**src/serial_port_zero_pkg.sv**
```systemverilog
package serial_port_zero_pkg;

  // Register byte addresses, low 16 bits of the AXI address
  localparam logic [15:0] CTRL_OFS   = 16'hFFB0;
  localparam logic [15:0] TBUF_OFS   = 16'hFFB4;
  localparam logic [15:0] RBUF_OFS   = 16'hFFB8;
  localparam logic [15:0] STAT_OFS   = 16'hFFBC;
  localparam logic [15:0] BAUD_OFS   = 16'hFFC0;

  // Control register fields
  localparam int B_RUN  = 15;
  localparam int B_LOOP = 14;
  localparam int B_BRS  = 13;
  localparam int B_ODD  = 12;
  localparam int B_RSV  = 11;
  localparam int B_OE   = 10;
  localparam int B_FE   = 9;
  localparam int B_PE   = 8;
  localparam int B_OEN  = 7;
  localparam int B_FEN  = 6;
  localparam int B_PEN  = 5;
  localparam int B_REN  = 4;
  localparam int B_STP  = 3;
  localparam int B_MODE = 0;

  localparam logic [15:0] CTRL_RESET    = 16'h0000;
  localparam logic [15:0] CTRL_RSV_MASK = 16'h0800;
  localparam logic [15:0] BAUD_RESET    = 16'h0000;

  // Status register fields
  localparam int S_TBE   = 0;
  localparam int S_TC    = 1;
  localparam int S_RXF   = 2;
  localparam int S_TFULL = 3;
  localparam int S_TBUSY = 4;

  // Operating mode codes
  localparam logic [2:0] MODE_SYNC = 3'h0;
  localparam logic [2:0] MODE_8N   = 3'h1;
  localparam logic [2:0] MODE_7P   = 3'h3;
  localparam logic [2:0] MODE_8P   = 3'h7;

  // Timing: 16 baud ticks per bit, sample in the middle
  localparam logic [3:0] OVS_LAST = 4'hF;
  localparam logic [3:0] OVS_MID  = 4'h7;
  localparam logic [1:0] PRE_LAST_F1  = 2'h1;
  localparam logic [1:0] PRE_LAST_F23 = 2'h2;

  localparam logic [1:0] RESP_OKAY   = 2'h0;
  localparam logic [1:0] RESP_SLVERR = 2'h2;

  typedef enum logic [2:0] {
    ST_IDLE  = 3'b000,
    ST_START = 3'b001,
    ST_DATA  = 3'b010,
    ST_PAR   = 3'b011,
    ST_STOP  = 3'b100
  } frame_state_t;

endpackage

```
**src/serial_port_zero.sv**
```systemverilog
// Chosen here: register access over AXI4-Lite.
`timescale 1ns/10ps
// Summary of operation
// - Odd-select bit 12 picks parity sense
// - Odd-select resets to zero, even parity
// - Even parity: bit makes ones count even
// - Bit 15 runs or stops baud generator
// - Bit 14 enables internal loop-back
// - Bit 13 selects baud factor 1 or 2/3
// - Overrun flag bit 10, gated by bit 7
// - Framing flag bit 9, gated by bit 6
// - Parity flag bit 8, gated by bit 5
// - Bit 4 enables receive; sync clears it
// - Bit 3 selects one or two stops
// - Bits 2..0 select operating mode
// - Control resets to zero; bit 11 reserved
// - Idle transmitter loads buffer immediately
// - Buffer-empty request set on each load
// - Full indicator: set on write, cleared on load
// - Complete request set before final stop bit; in sync mode before the last data bit
// - Frame end reloads full buffer, next frame
// - Refilled frames follow back to back
// - Buffer-empty request is separate source
module serial_port_zero (
  // Clock and reset
  input  wire logic        aclk,
  input  wire logic        aresetn,
  // AXI4-Lite write address
  input  wire logic [31:0] s_axi_awaddr,
  input  wire logic        s_axi_awvalid,
  output logic             s_axi_awready,
  // AXI4-Lite write data
  input  wire logic [31:0] s_axi_wdata,
  input  wire logic [3:0]  s_axi_wstrb,
  input  wire logic        s_axi_wvalid,
  output logic             s_axi_wready,
  // AXI4-Lite write response
  output logic [1:0]       s_axi_bresp,
  output logic             s_axi_bvalid,
  input  wire logic        s_axi_bready,
  // AXI4-Lite read address
  input  wire logic [31:0] s_axi_araddr,
  input  wire logic        s_axi_arvalid,
  output logic             s_axi_arready,
  // AXI4-Lite read data
  output logic [31:0]      s_axi_rdata,
  output logic [1:0]       s_axi_rresp,
  output logic             s_axi_rvalid,
  input  wire logic        s_axi_rready,
  // Serial line
  input  wire logic        rxd,
  output logic             txd,
  output logic             shift_clk,
  // Requests
  output logic             tx_buffer_empty_request,
  output logic             tx_complete_request,
  output logic             rx_request
);

  function automatic logic parity_of(input logic [7:0] data, input logic seven,
                                     input logic odd);
    logic p;
    p = ^data[6:0];
    if (!seven) begin
      p = p ^ data[7];
    end
    parity_of = p ^ odd;
  endfunction

  function automatic logic hits(input logic [31:0] addr, input logic [15:0] ofs);
    hits = (addr[15:2] == ofs[15:2]);
  endfunction

  logic [15:0]  ctrl_q;
  logic [15:0]  ctrl_d;
  logic [15:0]  baud_q;
  logic         aw_hold_q;
  logic         w_hold_q;
  logic [31:0]  awaddr_q;
  logic [31:0]  wdata_q;
  logic [3:0]   wstrb_q;
  logic         awready_q;
  logic         wready_q;
  logic         bvalid_q;
  logic [1:0]   bresp_q;
  logic         arready_q;
  logic         rvalid_q;
  logic [31:0]  rdata_q;
  logic [1:0]   rresp_q;
  logic         do_wr;
  logic         rd_take;
  logic [31:0]  rd_data;
  logic         rd_ok;
  logic         wr_ctrl;
  logic         wr_tbuf;
  logic         wr_stat;
  logic         wr_baud;
  logic         rd_rbuf;
  logic [1:0]   pre_q;
  logic [15:0]  brg_q;
  logic         tick_q;
  logic [2:0]   mode;
  logic         is_sync;
  logic         has_par;
  logic         seven;
  logic [2:0]   last_bit;
  logic [7:0]   tbuf_q;
  logic         tbuf_full_q;
  logic         tx_load;
  logic         tx_end;
  serial_port_zero_pkg::frame_state_t tx_state_q;
  logic [3:0]   tx_tick_q;
  logic [2:0]   tx_bit_q;
  logic [7:0]   tx_shift_q;
  logic         tx_par_q;
  logic         tx_stop2_q;
  logic         tx_line_q;
  logic         tx_bit_end;
  logic         tc_set;
  logic         tbe_q;
  logic         tc_q;
  logic         txd_q;
  logic         sclk_q;
  logic         rxd_meta_q;
  logic         rxd_sync_q;
  logic         rx_in;
  serial_port_zero_pkg::frame_state_t rx_state_q;
  logic [3:0]   rx_tick_q;
  logic [2:0]   rx_bit_q;
  logic [7:0]   rx_shift_q;
  logic [7:0]   rx_next;
  logic         rx_pbit_q;
  logic [7:0]   rbuf_q;
  logic         rx_full_q;
  logic         rx_done;
  logic [7:0]   rx_word;
  logic         rx_fe_ev;
  logic         rx_pe_ev;
  logic         rx_oe_ev;

  assign mode     = ctrl_q[serial_port_zero_pkg::B_MODE +: 3];
  assign is_sync  = (mode == serial_port_zero_pkg::MODE_SYNC);
  assign has_par  = (mode == serial_port_zero_pkg::MODE_7P) ||
                    (mode == serial_port_zero_pkg::MODE_8P);
  assign seven    = (mode == serial_port_zero_pkg::MODE_7P);
  assign last_bit = seven ? 3'h6 : 3'h7;

  // AXI write: address and data taken in either order, one write in flight
  assign do_wr   = aw_hold_q && w_hold_q && !bvalid_q;
  assign wr_ctrl = do_wr && hits(awaddr_q, serial_port_zero_pkg::CTRL_OFS);
  assign wr_tbuf = do_wr && hits(awaddr_q, serial_port_zero_pkg::TBUF_OFS) && wstrb_q[0];
  assign wr_stat = do_wr && hits(awaddr_q, serial_port_zero_pkg::STAT_OFS) && wstrb_q[0];
  assign wr_baud = do_wr && hits(awaddr_q, serial_port_zero_pkg::BAUD_OFS);

  always_ff @(posedge aclk) begin
    if (!aresetn) begin
      aw_hold_q <= 1'b0;
      w_hold_q  <= 1'b0;
      awaddr_q  <= 32'h00000000;
      wdata_q   <= 32'h00000000;
      wstrb_q   <= 4'h0;
      awready_q <= 1'b1;
      wready_q  <= 1'b1;
      bvalid_q  <= 1'b0;
      bresp_q   <= serial_port_zero_pkg::RESP_OKAY;
    end else begin
      if (s_axi_awvalid && awready_q) begin
        aw_hold_q <= 1'b1;
        awaddr_q  <= s_axi_awaddr;
        awready_q <= 1'b0;
      end
      if (s_axi_wvalid && wready_q) begin
        w_hold_q <= 1'b1;
        wdata_q  <= s_axi_wdata;
        wstrb_q  <= s_axi_wstrb;
        wready_q <= 1'b0;
      end
      if (do_wr) begin
        aw_hold_q <= 1'b0;
        w_hold_q  <= 1'b0;
        bvalid_q  <= 1'b1;
        bresp_q   <= (wr_ctrl || hits(awaddr_q, serial_port_zero_pkg::TBUF_OFS) ||
                      hits(awaddr_q, serial_port_zero_pkg::STAT_OFS) || wr_baud ||
                      hits(awaddr_q, serial_port_zero_pkg::RBUF_OFS)) ?
                     serial_port_zero_pkg::RESP_OKAY : serial_port_zero_pkg::RESP_SLVERR;
      end
      if (bvalid_q && s_axi_bready) begin
        bvalid_q  <= 1'b0;
        awready_q <= 1'b1;
        wready_q  <= 1'b1;
      end
    end
  end

  // AXI read: one cycle from address to data
  assign rd_take = s_axi_arvalid && arready_q;
  assign rd_rbuf = rd_take && hits(s_axi_araddr, serial_port_zero_pkg::RBUF_OFS);

  always_comb begin
    rd_data = 32'h00000000;
    rd_ok   = 1'b1;
    if (hits(s_axi_araddr, serial_port_zero_pkg::CTRL_OFS)) begin
      rd_data[15:0] = ctrl_q;
    end else if (hits(s_axi_araddr, serial_port_zero_pkg::TBUF_OFS)) begin
      rd_data[7:0] = tbuf_q;
    end else if (hits(s_axi_araddr, serial_port_zero_pkg::RBUF_OFS)) begin
      rd_data[7:0] = rbuf_q;
    end else if (hits(s_axi_araddr, serial_port_zero_pkg::STAT_OFS)) begin
      rd_data[serial_port_zero_pkg::S_TBE]   = tbe_q;
      rd_data[serial_port_zero_pkg::S_TC]    = tc_q;
      rd_data[serial_port_zero_pkg::S_RXF]   = rx_full_q;
      rd_data[serial_port_zero_pkg::S_TFULL] = tbuf_full_q;
      rd_data[serial_port_zero_pkg::S_TBUSY] = (tx_state_q != serial_port_zero_pkg::ST_IDLE);
    end else if (hits(s_axi_araddr, serial_port_zero_pkg::BAUD_OFS)) begin
      rd_data[15:0] = baud_q;
    end else begin
      rd_ok = 1'b0;
    end
  end

  always_ff @(posedge aclk) begin
    if (!aresetn) begin
      arready_q <= 1'b1;
      rvalid_q  <= 1'b0;
      rdata_q   <= 32'h00000000;
      rresp_q   <= serial_port_zero_pkg::RESP_OKAY;
    end else if (rd_take) begin
      arready_q <= 1'b0;
      rvalid_q  <= 1'b1;
      rdata_q   <= rd_data;
      rresp_q   <= rd_ok ? serial_port_zero_pkg::RESP_OKAY : serial_port_zero_pkg::RESP_SLVERR;
    end else if (rvalid_q && s_axi_rready) begin
      rvalid_q  <= 1'b0;
      arready_q <= 1'b1;
    end
  end

  // Control register; hardware error sets win over a clearing write
  always_comb begin
    ctrl_d = ctrl_q;
    if (wr_ctrl) begin
      if (wstrb_q[0]) begin
        ctrl_d[7:0] = wdata_q[7:0];
      end
      if (wstrb_q[1]) begin
        ctrl_d[15:8] = wdata_q[15:8];
      end
    end
    if (rx_done && is_sync && !(wr_ctrl && wstrb_q[0])) begin
      ctrl_d[serial_port_zero_pkg::B_REN] = 1'b0;
    end
    if (rx_oe_ev) begin
      ctrl_d[serial_port_zero_pkg::B_OE] = 1'b1;
    end
    if (rx_fe_ev) begin
      ctrl_d[serial_port_zero_pkg::B_FE] = 1'b1;
    end
    if (rx_pe_ev) begin
      ctrl_d[serial_port_zero_pkg::B_PE] = 1'b1;
    end
    ctrl_d = ctrl_d & ~serial_port_zero_pkg::CTRL_RSV_MASK;
  end

  always_ff @(posedge aclk) begin
    if (!aresetn) begin
      ctrl_q <= serial_port_zero_pkg::CTRL_RESET;
    end else begin
      ctrl_q <= ctrl_d;
    end
  end

  always_ff @(posedge aclk) begin
    if (!aresetn) begin
      baud_q <= serial_port_zero_pkg::BAUD_RESET;
    end else if (wr_baud) begin
      if (wstrb_q[0]) begin
        baud_q[7:0] <= wdata_q[7:0];
      end
      if (wstrb_q[1]) begin
        baud_q[15:8] <= wdata_q[15:8];
      end
    end
  end

  // Baud generator: prescale by 2 or 3, then reload counter gives 16x tick
  always_ff @(posedge aclk) begin
    if (!aresetn) begin
      pre_q  <= 2'h0;
      brg_q  <= serial_port_zero_pkg::BAUD_RESET;
      tick_q <= 1'b0;
    end else if (!ctrl_q[serial_port_zero_pkg::B_RUN]) begin
      pre_q  <= 2'h0;
      brg_q  <= baud_q;
      tick_q <= 1'b0;
    end else begin
      tick_q <= 1'b0;
      if (pre_q == (ctrl_q[serial_port_zero_pkg::B_BRS] ? serial_port_zero_pkg::PRE_LAST_F23 :
                    serial_port_zero_pkg::PRE_LAST_F1)) begin
        pre_q <= 2'h0;
        if (brg_q == 16'h0000) begin
          brg_q  <= baud_q;
          tick_q <= 1'b1;
        end else begin
          brg_q <= brg_q - 16'h0001;
        end
      end else begin
        pre_q <= pre_q + 2'h1;
      end
    end
  end

  // Transmit: holding buffer feeds the shift register
  assign tx_bit_end = tick_q && (tx_tick_q == serial_port_zero_pkg::OVS_LAST);
  assign tx_end     = tx_bit_end && (((tx_state_q == serial_port_zero_pkg::ST_STOP) && !tx_stop2_q) ||
                      (is_sync && (tx_state_q == serial_port_zero_pkg::ST_DATA) &&
                       (tx_bit_q == last_bit)));
  assign tx_load    = tbuf_full_q && ((tx_state_q == serial_port_zero_pkg::ST_IDLE) ||
                                      tx_end);
  assign tc_set     = tx_bit_end && (
                      (tx_state_q == serial_port_zero_pkg::ST_STOP && tx_stop2_q) ||
                      (!is_sync && !ctrl_q[serial_port_zero_pkg::B_STP] && (
                        (tx_state_q == serial_port_zero_pkg::ST_PAR) ||
                        (tx_state_q == serial_port_zero_pkg::ST_DATA && !has_par &&
                         tx_bit_q == last_bit)))) ||
                      (tick_q && is_sync && tx_state_q == serial_port_zero_pkg::ST_DATA &&
                       tx_tick_q == serial_port_zero_pkg::OVS_LAST &&
                       tx_bit_q == last_bit - 3'h1);

  always_ff @(posedge aclk) begin
    if (!aresetn) begin
      tbuf_q      <= 8'h00;
      tbuf_full_q <= 1'b0;
    end else begin
      if (wr_tbuf) begin
        tbuf_q <= wdata_q[7:0];
      end
      tbuf_full_q <= wr_tbuf || (tbuf_full_q && !tx_load);
    end
  end

  always_ff @(posedge aclk) begin
    if (!aresetn) begin
      tx_state_q <= serial_port_zero_pkg::ST_IDLE;
      tx_tick_q  <= 4'h0;
      tx_bit_q   <= 3'h0;
      tx_shift_q <= 8'h00;
      tx_par_q   <= 1'b0;
      tx_stop2_q <= 1'b0;
      tx_line_q  <= 1'b1;
    end else if (tx_load) begin
      tx_state_q <= is_sync ? serial_port_zero_pkg::ST_DATA : serial_port_zero_pkg::ST_START;
      tx_tick_q  <= 4'h0;
      tx_bit_q   <= 3'h0;
      tx_shift_q <= tbuf_q;
      tx_par_q   <= parity_of(tbuf_q, seven, ctrl_q[serial_port_zero_pkg::B_ODD]);
      tx_line_q  <= is_sync ? tbuf_q[0] : 1'b0;
    end else if (tick_q && tx_state_q != serial_port_zero_pkg::ST_IDLE) begin
      tx_tick_q <= tx_tick_q + 4'h1;
      if (tx_bit_end) begin
        case (tx_state_q)
          serial_port_zero_pkg::ST_START: begin
            tx_state_q <= serial_port_zero_pkg::ST_DATA;
            tx_line_q  <= tx_shift_q[0];
          end
          serial_port_zero_pkg::ST_DATA: begin
            tx_bit_q   <= tx_bit_q + 3'h1;
            tx_shift_q <= {1'b0, tx_shift_q[7:1]};
            tx_line_q  <= tx_shift_q[1];
            if (tx_bit_q == last_bit) begin
              tx_stop2_q <= ctrl_q[serial_port_zero_pkg::B_STP];
              if (is_sync) begin
                tx_state_q <= serial_port_zero_pkg::ST_IDLE;
                tx_line_q  <= 1'b1;
              end else if (has_par) begin
                tx_state_q <= serial_port_zero_pkg::ST_PAR;
                tx_line_q  <= tx_par_q;
              end else begin
                tx_state_q <= serial_port_zero_pkg::ST_STOP;
                tx_line_q  <= 1'b1;
              end
            end
          end
          serial_port_zero_pkg::ST_PAR: begin
            tx_state_q <= serial_port_zero_pkg::ST_STOP;
            tx_line_q  <= 1'b1;
          end
          serial_port_zero_pkg::ST_STOP: begin
            tx_stop2_q <= 1'b0;
            if (!tx_stop2_q) begin
              tx_state_q <= serial_port_zero_pkg::ST_IDLE;
            end
          end
          default: begin
            tx_state_q <= serial_port_zero_pkg::ST_IDLE;
            tx_line_q  <= 1'b1;
          end
        endcase
      end
    end
  end

  // Requests: hardware set wins over a write-one-to-clear in the same cycle
  always_ff @(posedge aclk) begin
    if (!aresetn) begin
      tbe_q <= 1'b0;
      tc_q  <= 1'b0;
    end else begin
      tbe_q <= tx_load || (tbe_q && !(wr_stat && wdata_q[serial_port_zero_pkg::S_TBE]));
      tc_q  <= tc_set || (tc_q && !(wr_stat && wdata_q[serial_port_zero_pkg::S_TC]));
    end
  end

  // Receive line: two-stage synchroniser, loop-back takes the internal line
  always_ff @(posedge aclk) begin
    if (!aresetn) begin
      rxd_meta_q <= 1'b1;
      rxd_sync_q <= 1'b1;
    end else begin
      rxd_meta_q <= rxd;
      rxd_sync_q <= rxd_meta_q;
    end
  end

  assign rx_in    = ctrl_q[serial_port_zero_pkg::B_LOOP] ? tx_line_q : rxd_sync_q;
  assign rx_next  = {rx_in, rx_shift_q[7:1]};
  assign rx_done  = tick_q && (rx_tick_q == serial_port_zero_pkg::OVS_LAST) && (
                    (rx_state_q == serial_port_zero_pkg::ST_STOP) ||
                    (is_sync && rx_state_q == serial_port_zero_pkg::ST_DATA &&
                     rx_bit_q == last_bit));
  assign rx_word  = is_sync ? rx_next : (seven ? {1'b0, rx_shift_q[7:1]} : rx_shift_q);
  assign rx_fe_ev = rx_done && !is_sync && !rx_in && ctrl_q[serial_port_zero_pkg::B_FEN];
  assign rx_pe_ev = rx_done && !is_sync && has_par && ctrl_q[serial_port_zero_pkg::B_PEN] &&
                    (rx_pbit_q != parity_of(rx_word, seven, ctrl_q[serial_port_zero_pkg::B_ODD]));
  assign rx_oe_ev = rx_done && rx_full_q && !rd_rbuf && ctrl_q[serial_port_zero_pkg::B_OEN];

  always_ff @(posedge aclk) begin
    if (!aresetn) begin
      rx_state_q <= serial_port_zero_pkg::ST_IDLE;
      rx_tick_q  <= 4'h0;
      rx_bit_q   <= 3'h0;
      rx_shift_q <= 8'h00;
      rx_pbit_q  <= 1'b0;
    end else if (rx_state_q == serial_port_zero_pkg::ST_IDLE) begin
      rx_tick_q <= 4'h0;
      rx_bit_q  <= 3'h0;
      if (ctrl_q[serial_port_zero_pkg::B_REN] && ctrl_q[serial_port_zero_pkg::B_RUN]) begin
        if (is_sync) begin
          rx_state_q <= serial_port_zero_pkg::ST_DATA;
        end else if (!rx_in) begin
          rx_state_q <= serial_port_zero_pkg::ST_START;
        end
      end
    end else if (tick_q) begin
      rx_tick_q <= rx_tick_q + 4'h1;
      case (rx_state_q)
        serial_port_zero_pkg::ST_START: begin
          if (rx_tick_q == serial_port_zero_pkg::OVS_MID) begin
            rx_tick_q  <= 4'h0;
            rx_state_q <= rx_in ? serial_port_zero_pkg::ST_IDLE : serial_port_zero_pkg::ST_DATA;
          end
        end
        serial_port_zero_pkg::ST_DATA: begin
          if (rx_tick_q == serial_port_zero_pkg::OVS_LAST) begin
            rx_shift_q <= rx_next;
            rx_bit_q   <= rx_bit_q + 3'h1;
            if (rx_bit_q == last_bit) begin
              rx_state_q <= is_sync ? serial_port_zero_pkg::ST_IDLE :
                            (has_par ? serial_port_zero_pkg::ST_PAR : serial_port_zero_pkg::ST_STOP);
            end
          end
        end
        serial_port_zero_pkg::ST_PAR: begin
          if (rx_tick_q == serial_port_zero_pkg::OVS_LAST) begin
            rx_pbit_q  <= rx_in;
            rx_state_q <= serial_port_zero_pkg::ST_STOP;
          end
        end
        serial_port_zero_pkg::ST_STOP: begin
          if (rx_tick_q == serial_port_zero_pkg::OVS_LAST) begin
            rx_state_q <= serial_port_zero_pkg::ST_IDLE;
          end
        end
        default: rx_state_q <= serial_port_zero_pkg::ST_IDLE;
      endcase
    end
  end

  // Receive buffer; a new byte wins over a clearing read
  always_ff @(posedge aclk) begin
    if (!aresetn) begin
      rbuf_q    <= 8'h00;
      rx_full_q <= 1'b0;
    end else begin
      if (rx_done) begin
        rbuf_q <= rx_word;
      end
      rx_full_q <= rx_done || (rx_full_q && !rd_rbuf &&
                   !(wr_stat && wdata_q[serial_port_zero_pkg::S_RXF]));
    end
  end

  // Pins; loop-back holds the transmit pin idle
  always_ff @(posedge aclk) begin
    if (!aresetn) begin
      txd_q  <= 1'b1;
      sclk_q <= 1'b1;
    end else begin
      txd_q  <= ctrl_q[serial_port_zero_pkg::B_LOOP] ? 1'b1 : tx_line_q;
      sclk_q <= !(is_sync && (((tx_state_q == serial_port_zero_pkg::ST_DATA) && !tx_tick_q[3]) ||
                              ((rx_state_q == serial_port_zero_pkg::ST_DATA) && !rx_tick_q[3])));
    end
  end

  assign s_axi_awready           = awready_q;
  assign s_axi_wready            = wready_q;
  assign s_axi_bvalid            = bvalid_q;
  assign s_axi_bresp             = bresp_q;
  assign s_axi_arready           = arready_q;
  assign s_axi_rvalid            = rvalid_q;
  assign s_axi_rdata             = rdata_q;
  assign s_axi_rresp             = rresp_q;
  assign txd                     = txd_q;
  assign shift_clk               = sclk_q;
  assign tx_buffer_empty_request = tbe_q;
  assign tx_complete_request     = tc_q;
  assign rx_request              = rx_full_q;

endmodule

```
**config.mk**
```make
export PLATFORM = sky130hd
export DESIGN_NAME = serial_port_zero
export DESIGN_NICKNAME = d
export VERILOG_FILES = /design/src/serial_port_zero_pkg.sv /design/src/serial_port_zero.sv
export SDC_FILE = /design/constraint.sdc
export NUM_CORES = 1
export LEC_CHECK = 0
export BUFFER_PORTS_ARGS = -buffer_cell sky130_fd_sc_hd__buf_4
export CAP_MARGIN = 20
export CORE_ASPECT_RATIO = 0.9
export CORE_MARGIN = 2
export CORE_UTILIZATION = 55
export DETAILED_ROUTE_END_ITERATION = 8
export PLACE_DENSITY = 0.79
export SLEW_MARGIN = 20
export SYNTH_ARGS = -nofsm -noshare
export SYNTH_HDL_FRONTEND = slang
export SYNTH_SLANG_ARGS = --single-unit
```
**constraint.sdc**
```tcl
create_clock -name aclk -period 2.7 [get_ports aclk]
set_input_delay 0.135 -clock aclk [delete_from_list [all_inputs] [get_ports aclk]]
set_output_delay 0.135 -clock aclk [all_outputs]
set_load 0.005 [all_outputs]
```
# Word-level counts from Yosys, hierarchy flattened
# Index checks and enable logic that the tools add are counted.
# word_totals
reg_bits	175
latchBits	0
ram_bits	0
romBits	0
inputBits	108
output_inout_bits	46
wordCells	309
memories	0
# classes
addsub	7
n_mul	0
div_mod_pow	0
order_cmp	0
n_eq_ne	40
shifts	0
n_mux	75
n_bitwise	8
reduce_logical	133
# ops
operator	count
== test 14 bit, second input constant	10
2-to-1 mux 8 bit	11
2-to-1 mux 16 bit	5
logical AND 1 bit	59
2-to-1 mux 3 bit	18
2-to-1 mux 1 bit	27
case mux 3 bit (4 select lines)	2
nonzero test 2 bit	12
2-to-1 mux 11 bit	2
logical NOT 16 bit	1
logical OR 1 bit	16
subtractor 16 x 1 -> 16 bit, second input constant	1
== test 3 x 2 -> 1 bit, second input constant	5
logical NOT 1 bit	15
AND reduction 3 bit	5
AND reduction 2 bit	7
parity 7 bit	2
inequality test 3 bit, second input constant	4
AND reduction 4 bit	3
OR reduction 2 bit	6
2-to-1 mux 2 bit	5
== test 3 bit	3
== test 3 bit, second input constant	3
logical NOT 3 bit	3
other kinds (23)	38

# Longest topological paths before layout
# Gate-level depths: netlist of the first run.
# logic_depth
word_depth	12
mapped_depth	8
ltp_nobuf	6

# Worst setup path after synthesis of the first run
# OpenSTA, ideal clock, no wires.
# synth_path
kind	reg-to-reg
start	register rx_tick_q[0]
end	register rx_state_q[2]
setup_ns	0.070
t_arrival_ns	1.791
required_time_ns	2.630
path_slack_ns	0.839
stages_incl_launch_ff	7
n_path_buf	0
period_less_slack_ns	1.861
path_cell_list	dfxtp_1 > ha_1 > nor4bb_1 > o21ai_0 > a32o_1 > or4_1 > a21oi_1
# synth_via
elab_chain_len	3
elab_cells_between_ends	7
classes_between	6 x eq/ne; 1 x reduce/logical
# synth_lines
item	line	rtl
start, declared	serial_port_zero.sv:128	logic [3:0] rx_tick_q;
start signal, assigned	serial_port_zero.sv:454	rx_tick_q <= rx_tick_q + 4'h1;
== test 4 x 3 -> 1 bit / == test 4 bit (equally long branches)	-	
inequality test 3 bit (no source line) / inequality test 3 x 2 -> 1 bit (equally long branches)	-	
AND reduction 8 bit (no source line) (*)	-	
end signal, assigned	serial_port_zero.sv:459	rx_state_q <= rx_in ? serial_port_zero_pkg::ST_IDLE : serial_port_zero_pkg::ST_DATA;
end signal, assigned	serial_port_zero.sv:467	rx_state_q <= is_sync ? serial_port_zero_pkg::ST_IDLE :
end signal, assigned	serial_port_zero.sv:475	rx_state_q <= serial_port_zero_pkg::ST_STOP;
end, declared	serial_port_zero.sv:127	serial_port_zero_pkg::frame_state_t rx_state_q;
# Every way passes the cells marked *; elsewhere a longest branch is shown, timed or not.
# A chain may end at the register's enable or synchronous reset.

# Worst setup path after layout of the first run
# layout_path
start	register tick_q
end	register tx_line_q
# layout_via
elab_chain_len	6
elab_cells_between_ends	10
classes_between	1 x eq/ne; 1 x mux; 8 x reduce/logical
# layout_lines
item	line	rtl
start, declared	serial_port_zero.sv:101	logic tick_q;
start signal, assigned	serial_port_zero.sv:290	tick_q <= 1'b0;
start signal, assigned	serial_port_zero.sv:294	tick_q <= 1'b0;
start signal, assigned	serial_port_zero.sv:296	tick_q <= 1'b0;
logical AND 1 bit	serial_port_zero.sv:313	assign tx_bit_end = tick_q && (tx_tick_q == serial_port_zero_pkg::OVS_LAST);
logical AND 1 bit	serial_port_zero.sv:314	assign tx_end = tx_bit_end && (((tx_state_q == serial_port_zero_pkg::ST_STOP) && !tx_stop2_q) ||
logical OR 1 bit	serial_port_zero.sv:317	assign tx_load = tbuf_full_q && ((tx_state_q == serial_port_zero_pkg::ST_IDLE) ||
logical AND 1 bit	serial_port_zero.sv:317	
inequality test 2 bit (no source line) / nonzero test 2 bit (equally long branches)	-	
AND reduction 3 bit (no source line)	-	
end signal, assigned	serial_port_zero.sv:356	tx_line_q <= is_sync ? tbuf_q[0] : 1'b0;
end signal, assigned	serial_port_zero.sv:363	tx_line_q <= tx_shift_q[0];
end signal, assigned	serial_port_zero.sv:368	tx_line_q <= tx_shift_q[1];
end, declared	serial_port_zero.sv:117	logic tx_line_q;
# Several ways; a longest one is shown, not always the timed one.

==> metrics.log, run 1 <==
INFO  metric floorplan.die.height = 120 um
INFO  metric pwr-share-clk = between 40% and 50%
INFO  metric cap_viol_max_count = 0
INFO  metric drtAntennaViolNets = 0
INFO  metric io_buffer_count = 81
INFO  metric finalNonFillerCells = 1,254
INFO  metric postSynth.asyncResetShare = 0%
INFO  metric core = 0.0146 mm2
INFO  metric crit_path_start_kind = register
INFO  metric timing.max_slew.rel_slack = between 40% and 50%
INFO  metric yosys.cell_count.top_type = dfxtp_1
INFO  metric outcome = finished, final reports clean
INFO  metric clock_tree.buffer_depth = 2
INFO  metric clock_tree.root_cell = clkbuf_16
INFO  metric fin_worst_skew = 13.9 ps
INFO  metric yosys_warning_count = 0
INFO  metric cts.clk_slew.worst_paths = roughly 70 ps
INFO  metric cts_tree = built
INFO  metric grt.total_usage = 26.9%
INFO  metric num_antenna_cells = 0
INFO  metric cts_made_buffers = 17
INFO  metric insertion_delay = 440 ps
INFO  metric crit_path_top_delay_cell = dfxtp_1
INFO  metric globalplace.congestion = 0.872
INFO  metric pwr-share-comb = under 10%
INFO  metric yosysUniqueCellTypes = 76
INFO  metric grt_start_max_net_pins = 34
INFO  metric achievable_freq = 0.442 GHz
INFO  metric fin_area = roughly 0.0098 mm2
INFO  metric cpLargestDelayFamily = simple AND/OR/NAND/NOR gates
INFO  metric report.final.hold_viol_count = 0
INFO  metric cellPowerDensity = 552 mW/mm2
INFO  metric synth_ff_type = dfxtp_1
INFO  metric timing.critical_path.slowest_cell_delay = roughly 600 ps
INFO  metric fraction_of_final_layout_cells_sized_beyond_drive_strength_1 = 15.5%
INFO  metric chip_width = 133 um
INFO  metric vias = 7,319
INFO  metric design.portCount = 154
INFO  metric grt_pass1_wl = 33.9 mm
INFO  metric critPathRequiredTime = slightly above 3000 ps
INFO  metric grt_setup_unrepaired = false
INFO  metric netSwitchingPower = 1.36 mW
INFO  metric wire_per_inst = 16.8 um
INFO  metric final_slew_violations = 0
INFO  metric grt_pass1_vias = 6,789
INFO  metric die_area = 0.0159 mm2
INFO  metric cts_resized = 0
INFO  metric drt-vias-per-instance = around 5.8
INFO  metric grt_residual_overflow = 0
INFO  metric cts-htree-levels = 4
INFO  metric critPathArrivalTime = 2600 ps
INFO  metric n_fill_cell = around 1,200
INFO  metric synth.yosys.seq_area_share = 41.8%
INFO  metric placed_cell_area = roughly 0.0088 mm2
INFO  metric first_iter_violations = between 600 and 700
INFO  metric syn-mean-instance-area = 8.66 um2
INFO  metric synthDominantCellAreaShare = 41.8%
INFO  metric netlist_top_cells_count = 171 x dfxtp_1, 130 x nand2_1, 104 x nor2_1
INFO  metric synth_enable_flop_cells = 0
INFO  metric worst_slack = 435 ps
INFO  metric row_count = 42
INFO  metric synth.area.top_cells = dfxtp_1 42%, mux2i_1 9.1%, nand2_1 6.0%
INFO  metric start_util = around 56%
INFO  metric period_needed = 2260 ps
INFO  metric final_min_period_over_clock_period = a little over four fifths
INFO  metric first_pass_iters = 6
INFO  metric internal_power = a little over 4 mW
INFO  metric switching_share = 25.1%
INFO  metric grt_antenna_before_repair = 0
INFO  metric place.detailed.instances = 1,183
INFO  metric placement.setup.worst_slack = 523 ps
INFO  metric drt_drc_violations_left = 0
INFO  metric finalPower = approximately 5.4 mW
INFO  metric hpwlAfterDp = 14.1 mm
INFO  metric total_leakage_power = roughly 4 nW
INFO  metric finalSetupViolations = 0
INFO  metric peakVddDrop = 0.000458 V
INFO  metric area_delta_synth_final = 20.0%
INFO  metric cp_max_fo = 21
INFO  metric worst_slew_pin_tran = roughly 800 ps
INFO  metric totalNegativeSetupSlack = 0 ps
INFO  metric synth_top_cell_by_area = dfxtp_1
INFO  metric critPathKind = reg2reg
INFO  metric numClockSinks = between 150 and 200
INFO  metric design.final.nets = approximately 1,200
INFO  metric worstHoldPathType = in2reg
INFO  metric syn_area = 0.00818 mm2
INFO  metric endpoint_kind = register
INFO  metric synthCells = 945
INFO  metric series_of_cell_instances_along_the_critical_path = nand4_1 -> nor4_2 -> o21ai_1 -> buf_4 -> o21a_1 -> o31ai_1
INFO  metric route.final.wire_length = between 20 and 25 mm
INFO  metric critPathBufInv = 1
INFO  metric power_frac_seq = roughly half
INFO  metric synth-seq-cells = ~170
## logic make-up (layout without fill, tap and decap cells)
group	Yosys count	in the layout	share of synthesized area [%]
simple gates	367	367	22.1
compound gates	208	208	17.2
flops	171	171	41.8
buf+inv	91	185	5.67
mux	75	75	9.19
xor+xnor	27	27	3.23
fa+ha+maj	5	5	0.765
other cells	1	18	0.0458
## per-layer routing
metal | vias up | share of wire (%) | global-route usage [%] | wire length [um]
li1 | 3547 | - | - | -
met1 | 3465 | 46 | 36.9 | 9770
met2 | 282 | 46 | 42.2 | 9580
met3 | 25 | 6.6 | 6.51 | 1400
met4 | 0 | 1.3 | 8.40 | 264
met5 | - | 0 | 0 | 0
## timing repair
action | 4_1_cts | 5_1_grt
hold buffers | 39 | 0
buffers inserted | 0 | 0
endpoints found under the setup margin | 0 | 0
endpoints found under the hold margin | 38 | 0
## layout by cell type (no fill, tap or decap), drive strengths merged, types with 6 or more instances in the layout
cell type / synthesis / routed
dlygate4sd3: 0 / 39
a221oi: 8 / 8
clkinv: 0 / 6
conb: 1 / 18
o21ai: 38 / 38
xnor2: 15 / 15
nand3: 24 / 24
buf: 35 / 97
nand4: 11 / 11
dfxtp: 171 / 171
o22ai: 8 / 8
a211oi: 11 / 11
nor4: 14 / 14
nor2b: 6 / 6
nor2: 104 / 104
nand2: 130 / 130
or3: 7 / 7
xor2: 10 / 10
a311oi: 7 / 7
a21oi: 74 / 74
nand3b: 6 / 6
and2: 10 / 10
inv: 17 / 23
o211ai: 7 / 7
nor3: 19 / 19
mux2i: 74 / 74
clkbuf: 39 / 17
nand2b: 9 / 9
## per-stage QoR
stage,hold WS (ps),util [%]
after CTS,75.6,67.2
final,93.4,67.2
after floorplan,235,-
after global routing,83.2,67.2
after global placement,339,60.6
after detailed placement,331,60.6
## area by class of cell
cell class                 count  area, um2  area share (%)
multi-input combinational    700       4370            44.5
sequential                   171       3420            34.9
timing repair buffer         136       1130            11.5
clock buffer                  17        425            4.33
tap                          198        248            2.52
clock inverter                15        156            1.59
inverter                      17       65.1           0.663
## power groups by stage
stage / Combinational, mW / Sequential [mW] / Clock (mW)
floorplan: 0.197 / 2.67 / 0
detailed placement: 0.319 / 2.68 / 0
CTS: 0.365 / 2.62 / 2.44
finish: 0.372 / 2.62 / 2.43
global route: 0.407 / 2.63 / 2.57
global placement: 0.315 / 2.68 / 0
## worst paths after layout
kind	startpoint	to	slack, ps	depth (start not counted)
hold / removal	aresetn	s_axi_arready	90	2
setup / recovery	tick_q	tx_line_q	440	6
hold reg to reg	rxd_meta_q	rxd_sync_q	420	1
setup reg to reg	tick_q	tx_line_q	440	6
## state kept, by name, summed over array words and instances (netlist names), 14 cells and up
name and flops:
baud_q 16, wdata_q 16, s_axi_rdata 16, brg_q 16, ctrl_q 15, awaddr_q 14
Note: power is estimated with default switching activity, not from simulation.
==> run 2, diff against run 1 <==
==> constraint.sdc (replaced) <==
create_clock -name aclk -period 2.3 [get_ports aclk]
set_input_delay 0.115 -clock aclk [delete_from_list [all_inputs] [get_ports aclk]]
set_output_delay 0.115 -clock aclk [all_outputs]
set_load 0.005 [all_outputs]
==> run 2 against run 1 <==
Via count rose by 0.79%; critical path depth rose by 2; core utilization rose by 1.2 points.
==> metrics.log, run 2 (synthesized netlist as in run 1, its figures left out) <==
INFO  metric peakVddDrop = 0.000554 V (+21%)
INFO  metric numClockSinks = 171 (unchanged)
INFO  metric num_antenna_cells = 0 (unchanged)
INFO  metric cts_resized = 0 (unchanged)
INFO  metric worstReg2RegEnd = brg_q[4]
INFO  metric grt_pass1_vias = 6,844 (+0.81%)
INFO  metric floorplan.die.height = 120 um (unchanged)
INFO  metric design.final.nets = 1,175 (+1.6%)
INFO  metric wire_per_inst = 16.7 um (-0.25%)
INFO  metric cts-htree-levels = 4 (unchanged)
INFO  metric worst_slew_pin_tran = 808 ps (-3.14 ps)
INFO  metric first_pass_iters = 5 (-1)
INFO  metric io_buffer_count = 81 (unchanged)
INFO  metric critPathKind = in2reg
INFO  metric timing.max_slew.rel_slack = 46.1% (+0.21 points)
INFO  metric n_fill_cell = 1,170 (-1.8%)
INFO  metric core = 0.0146 mm2 (unchanged)
INFO  metric grt.total_usage = 27.5% (+0.54 points)
INFO  metric first_iter_violations = 813 (+18%)
INFO  metric cts_made_buffers = 17 (unchanged)
INFO  metric outcome = finished, final reports clean
INFO  metric fraction_of_final_layout_cells_sized_beyond_drive_strength_1 = 16.7% (+1.1 points)
INFO  metric clock_tree.buffer_depth = 2 (unchanged)
INFO  metric cap_viol_max_count = 0 (unchanged)
INFO  metric grt_start_max_net_pins = 42 (+24%)
INFO  metric post-route-util = 68.4% (+1.2 points)
INFO  metric critPathArrivalTime = 2550 ps (-50 ps)
INFO  metric area_delta_synth_final = 22.2%
INFO  metric start_util = 56.0% (unchanged)
INFO  metric row_count = 42 (unchanged)
INFO  metric hold_path_cell_cnt = 4 (+2)
INFO  metric achievable_freq = 0.449 GHz
INFO  metric totalNegativeSetupSlack = 0 ps (unchanged)
INFO  metric worst_r2r_startpoint = brg_q[2]
INFO  metric report.final.hold_viol_count = 0 (unchanged)
INFO  metric drt-vias-per-instance = 5.79 (-0.71%)
INFO  metric vias = 7,377 (+0.79%)
INFO  metric final_min_period_over_clock_period = a little over nine tenths
INFO  metric timing.critical_path.to = s_axi_awready
INFO  metric grt_residual_overflow = 0 (unchanged)
INFO  metric clock_tree.root_cell = clkbuf_16
INFO  metric cp_max_fo = 41 (+95%)
INFO  metric drtAntennaViolNets = 0 (unchanged)
INFO  metric setup.reg_to_reg.worst_slack = 190 ps (-250 ps)
INFO  metric route.final.wire_length = 21.3 mm (+1.3%)
INFO  metric fin_worst_skew = 8.85 ps (-5.04 ps)
INFO  metric critPathLaunch = aresetn
INFO  metric grt_setup_unrepaired = false
INFO  metric insertion_delay = 440 ps (about the same)
INFO  metric crit_path_start_kind = primary input
INFO  metric grt_pass1_wl = 34.7 mm (+2.3%)
INFO  metric design.portCount = 154 (unchanged)
INFO  metric chip_width = 133 um (unchanged)
INFO  metric cts.clk_slew.worst_paths = 60 ps (about the same)
INFO  metric highest_count_cells_in_the_layout_ignoring_fill_and_taps = 171 x dfxtp_1, 130 x nand2_1, 113 x buf_4, 104 x nor2_1, 74 x mux2i_1
INFO  metric mostFrequentLayoutCell = dfxtp_1
INFO  metric finalSetupViolations = 0 (unchanged)
INFO  metric cellPowerDensity = 647 mW/mm2 (+17%)
INFO  metric critPathRequiredTime = 2620 ps (-420 ps)
INFO  metric die_area = 0.0159 mm2 (unchanged)
INFO  metric hpwlAfterDp = 14.7 mm (+3.9%)
INFO  metric globalplace.congestion = 0.893 (+2.5%)
INFO  metric r2r.worst_path.cells = 5 (-1)
INFO  metric endpoint_kind = register
INFO  metric total_leakage_power = 4.11 nW (+2.3%)
INFO  metric cts_tree = built
INFO  metric drt_drc_violations_left = 0 (unchanged)
INFO  metric grt_antenna_before_repair = 0 (unchanged)
INFO  metric final_slew_violations = 0 (unchanged)
INFO  metric period_needed = 2230 ps
INFO  metric worstHoldPathType = in2reg
-- run 2: routing by layer --
metal  share of wire, %  track usage (%)  vias up
met5                  0                0        -
met4                2.1             9.74        0
li1                   -                -     3595
met2                 45             42.4      284
met1                 45             37.9     3458
met3                7.8             6.29       40
-- run 2: critical path: stages --
cell and delay [ps]:
dlygate4sd3_1 530, buf_4 250, buf_4 260, clkinv_2 200
buf_4 310, a21oi_1 180, o21ai_0 100, dlygate4sd3_1 560
-- run 2: cell type report --
| class | instances | area [um2] | share of cell area (%) |
|---|---|---|---|
| repair buffers | 155 | 1290 | 12.9 |
| well taps | 198 | 248 | 2.48 |
| flip-flops and latches | 171 | 3420 | 34.2 |
| multi-input cells | 700 | 4370 | 43.7 |
| inverters | 17 | 65.1 | 0.651 |
| clock inverters | 12 | 164 | 1.64 |
| clock buffers | 20 | 437 | 4.37 |
-- run 2: through the flow --
stage / total power, mW / hold slack, ps / cell area [um2] / instances / setup WS, ps
floorplan: 3.36 / 215 / 8250 / 962 / 439
detailed placement: 3.53 / 303 / 8990 / 1201 / 275
global route: 6.67 / 217 / 10000 / 1273 / 0.811
CTS: 6.48 / 164 / 10000 / 1273 / 143
global placement: 3.52 / 302 / 8990 / 1201 / 326
finish: 6.47 / 174 / 10000 / 1273 / 70.8
-- run 2: repair_timing --
| item | 4_1_cts | 5_1_grt |
|---|---|---|
| hold buffers | 40 | 0 |
| setup buffers | 0 | 0 |
| hold endpoints to repair | 38 | 0 |
-- run 2: worst min-delay path by stage --
stage	slack [ps]	end	from
finish	170	s_axi_rvalid	s_axi_arvalid
global route	220	s_axi_rdata[7]	s_axi_arvalid
CTS	160	s_axi_rvalid	s_axi_arvalid
detailed placement	300	rxd_meta_q	rxd
global placement	300	rxd_meta_q	rxd
floorplan	220	s_axi_awready	s_axi_awvalid
-- run 2: report_power, final --
part	switching [mW]	internal [mW]	leakage [nW]
Clock	1.22	1.72	0.278
Combinational	0.230	0.219	2.44
Sequential	0.0533	3.03	1.39
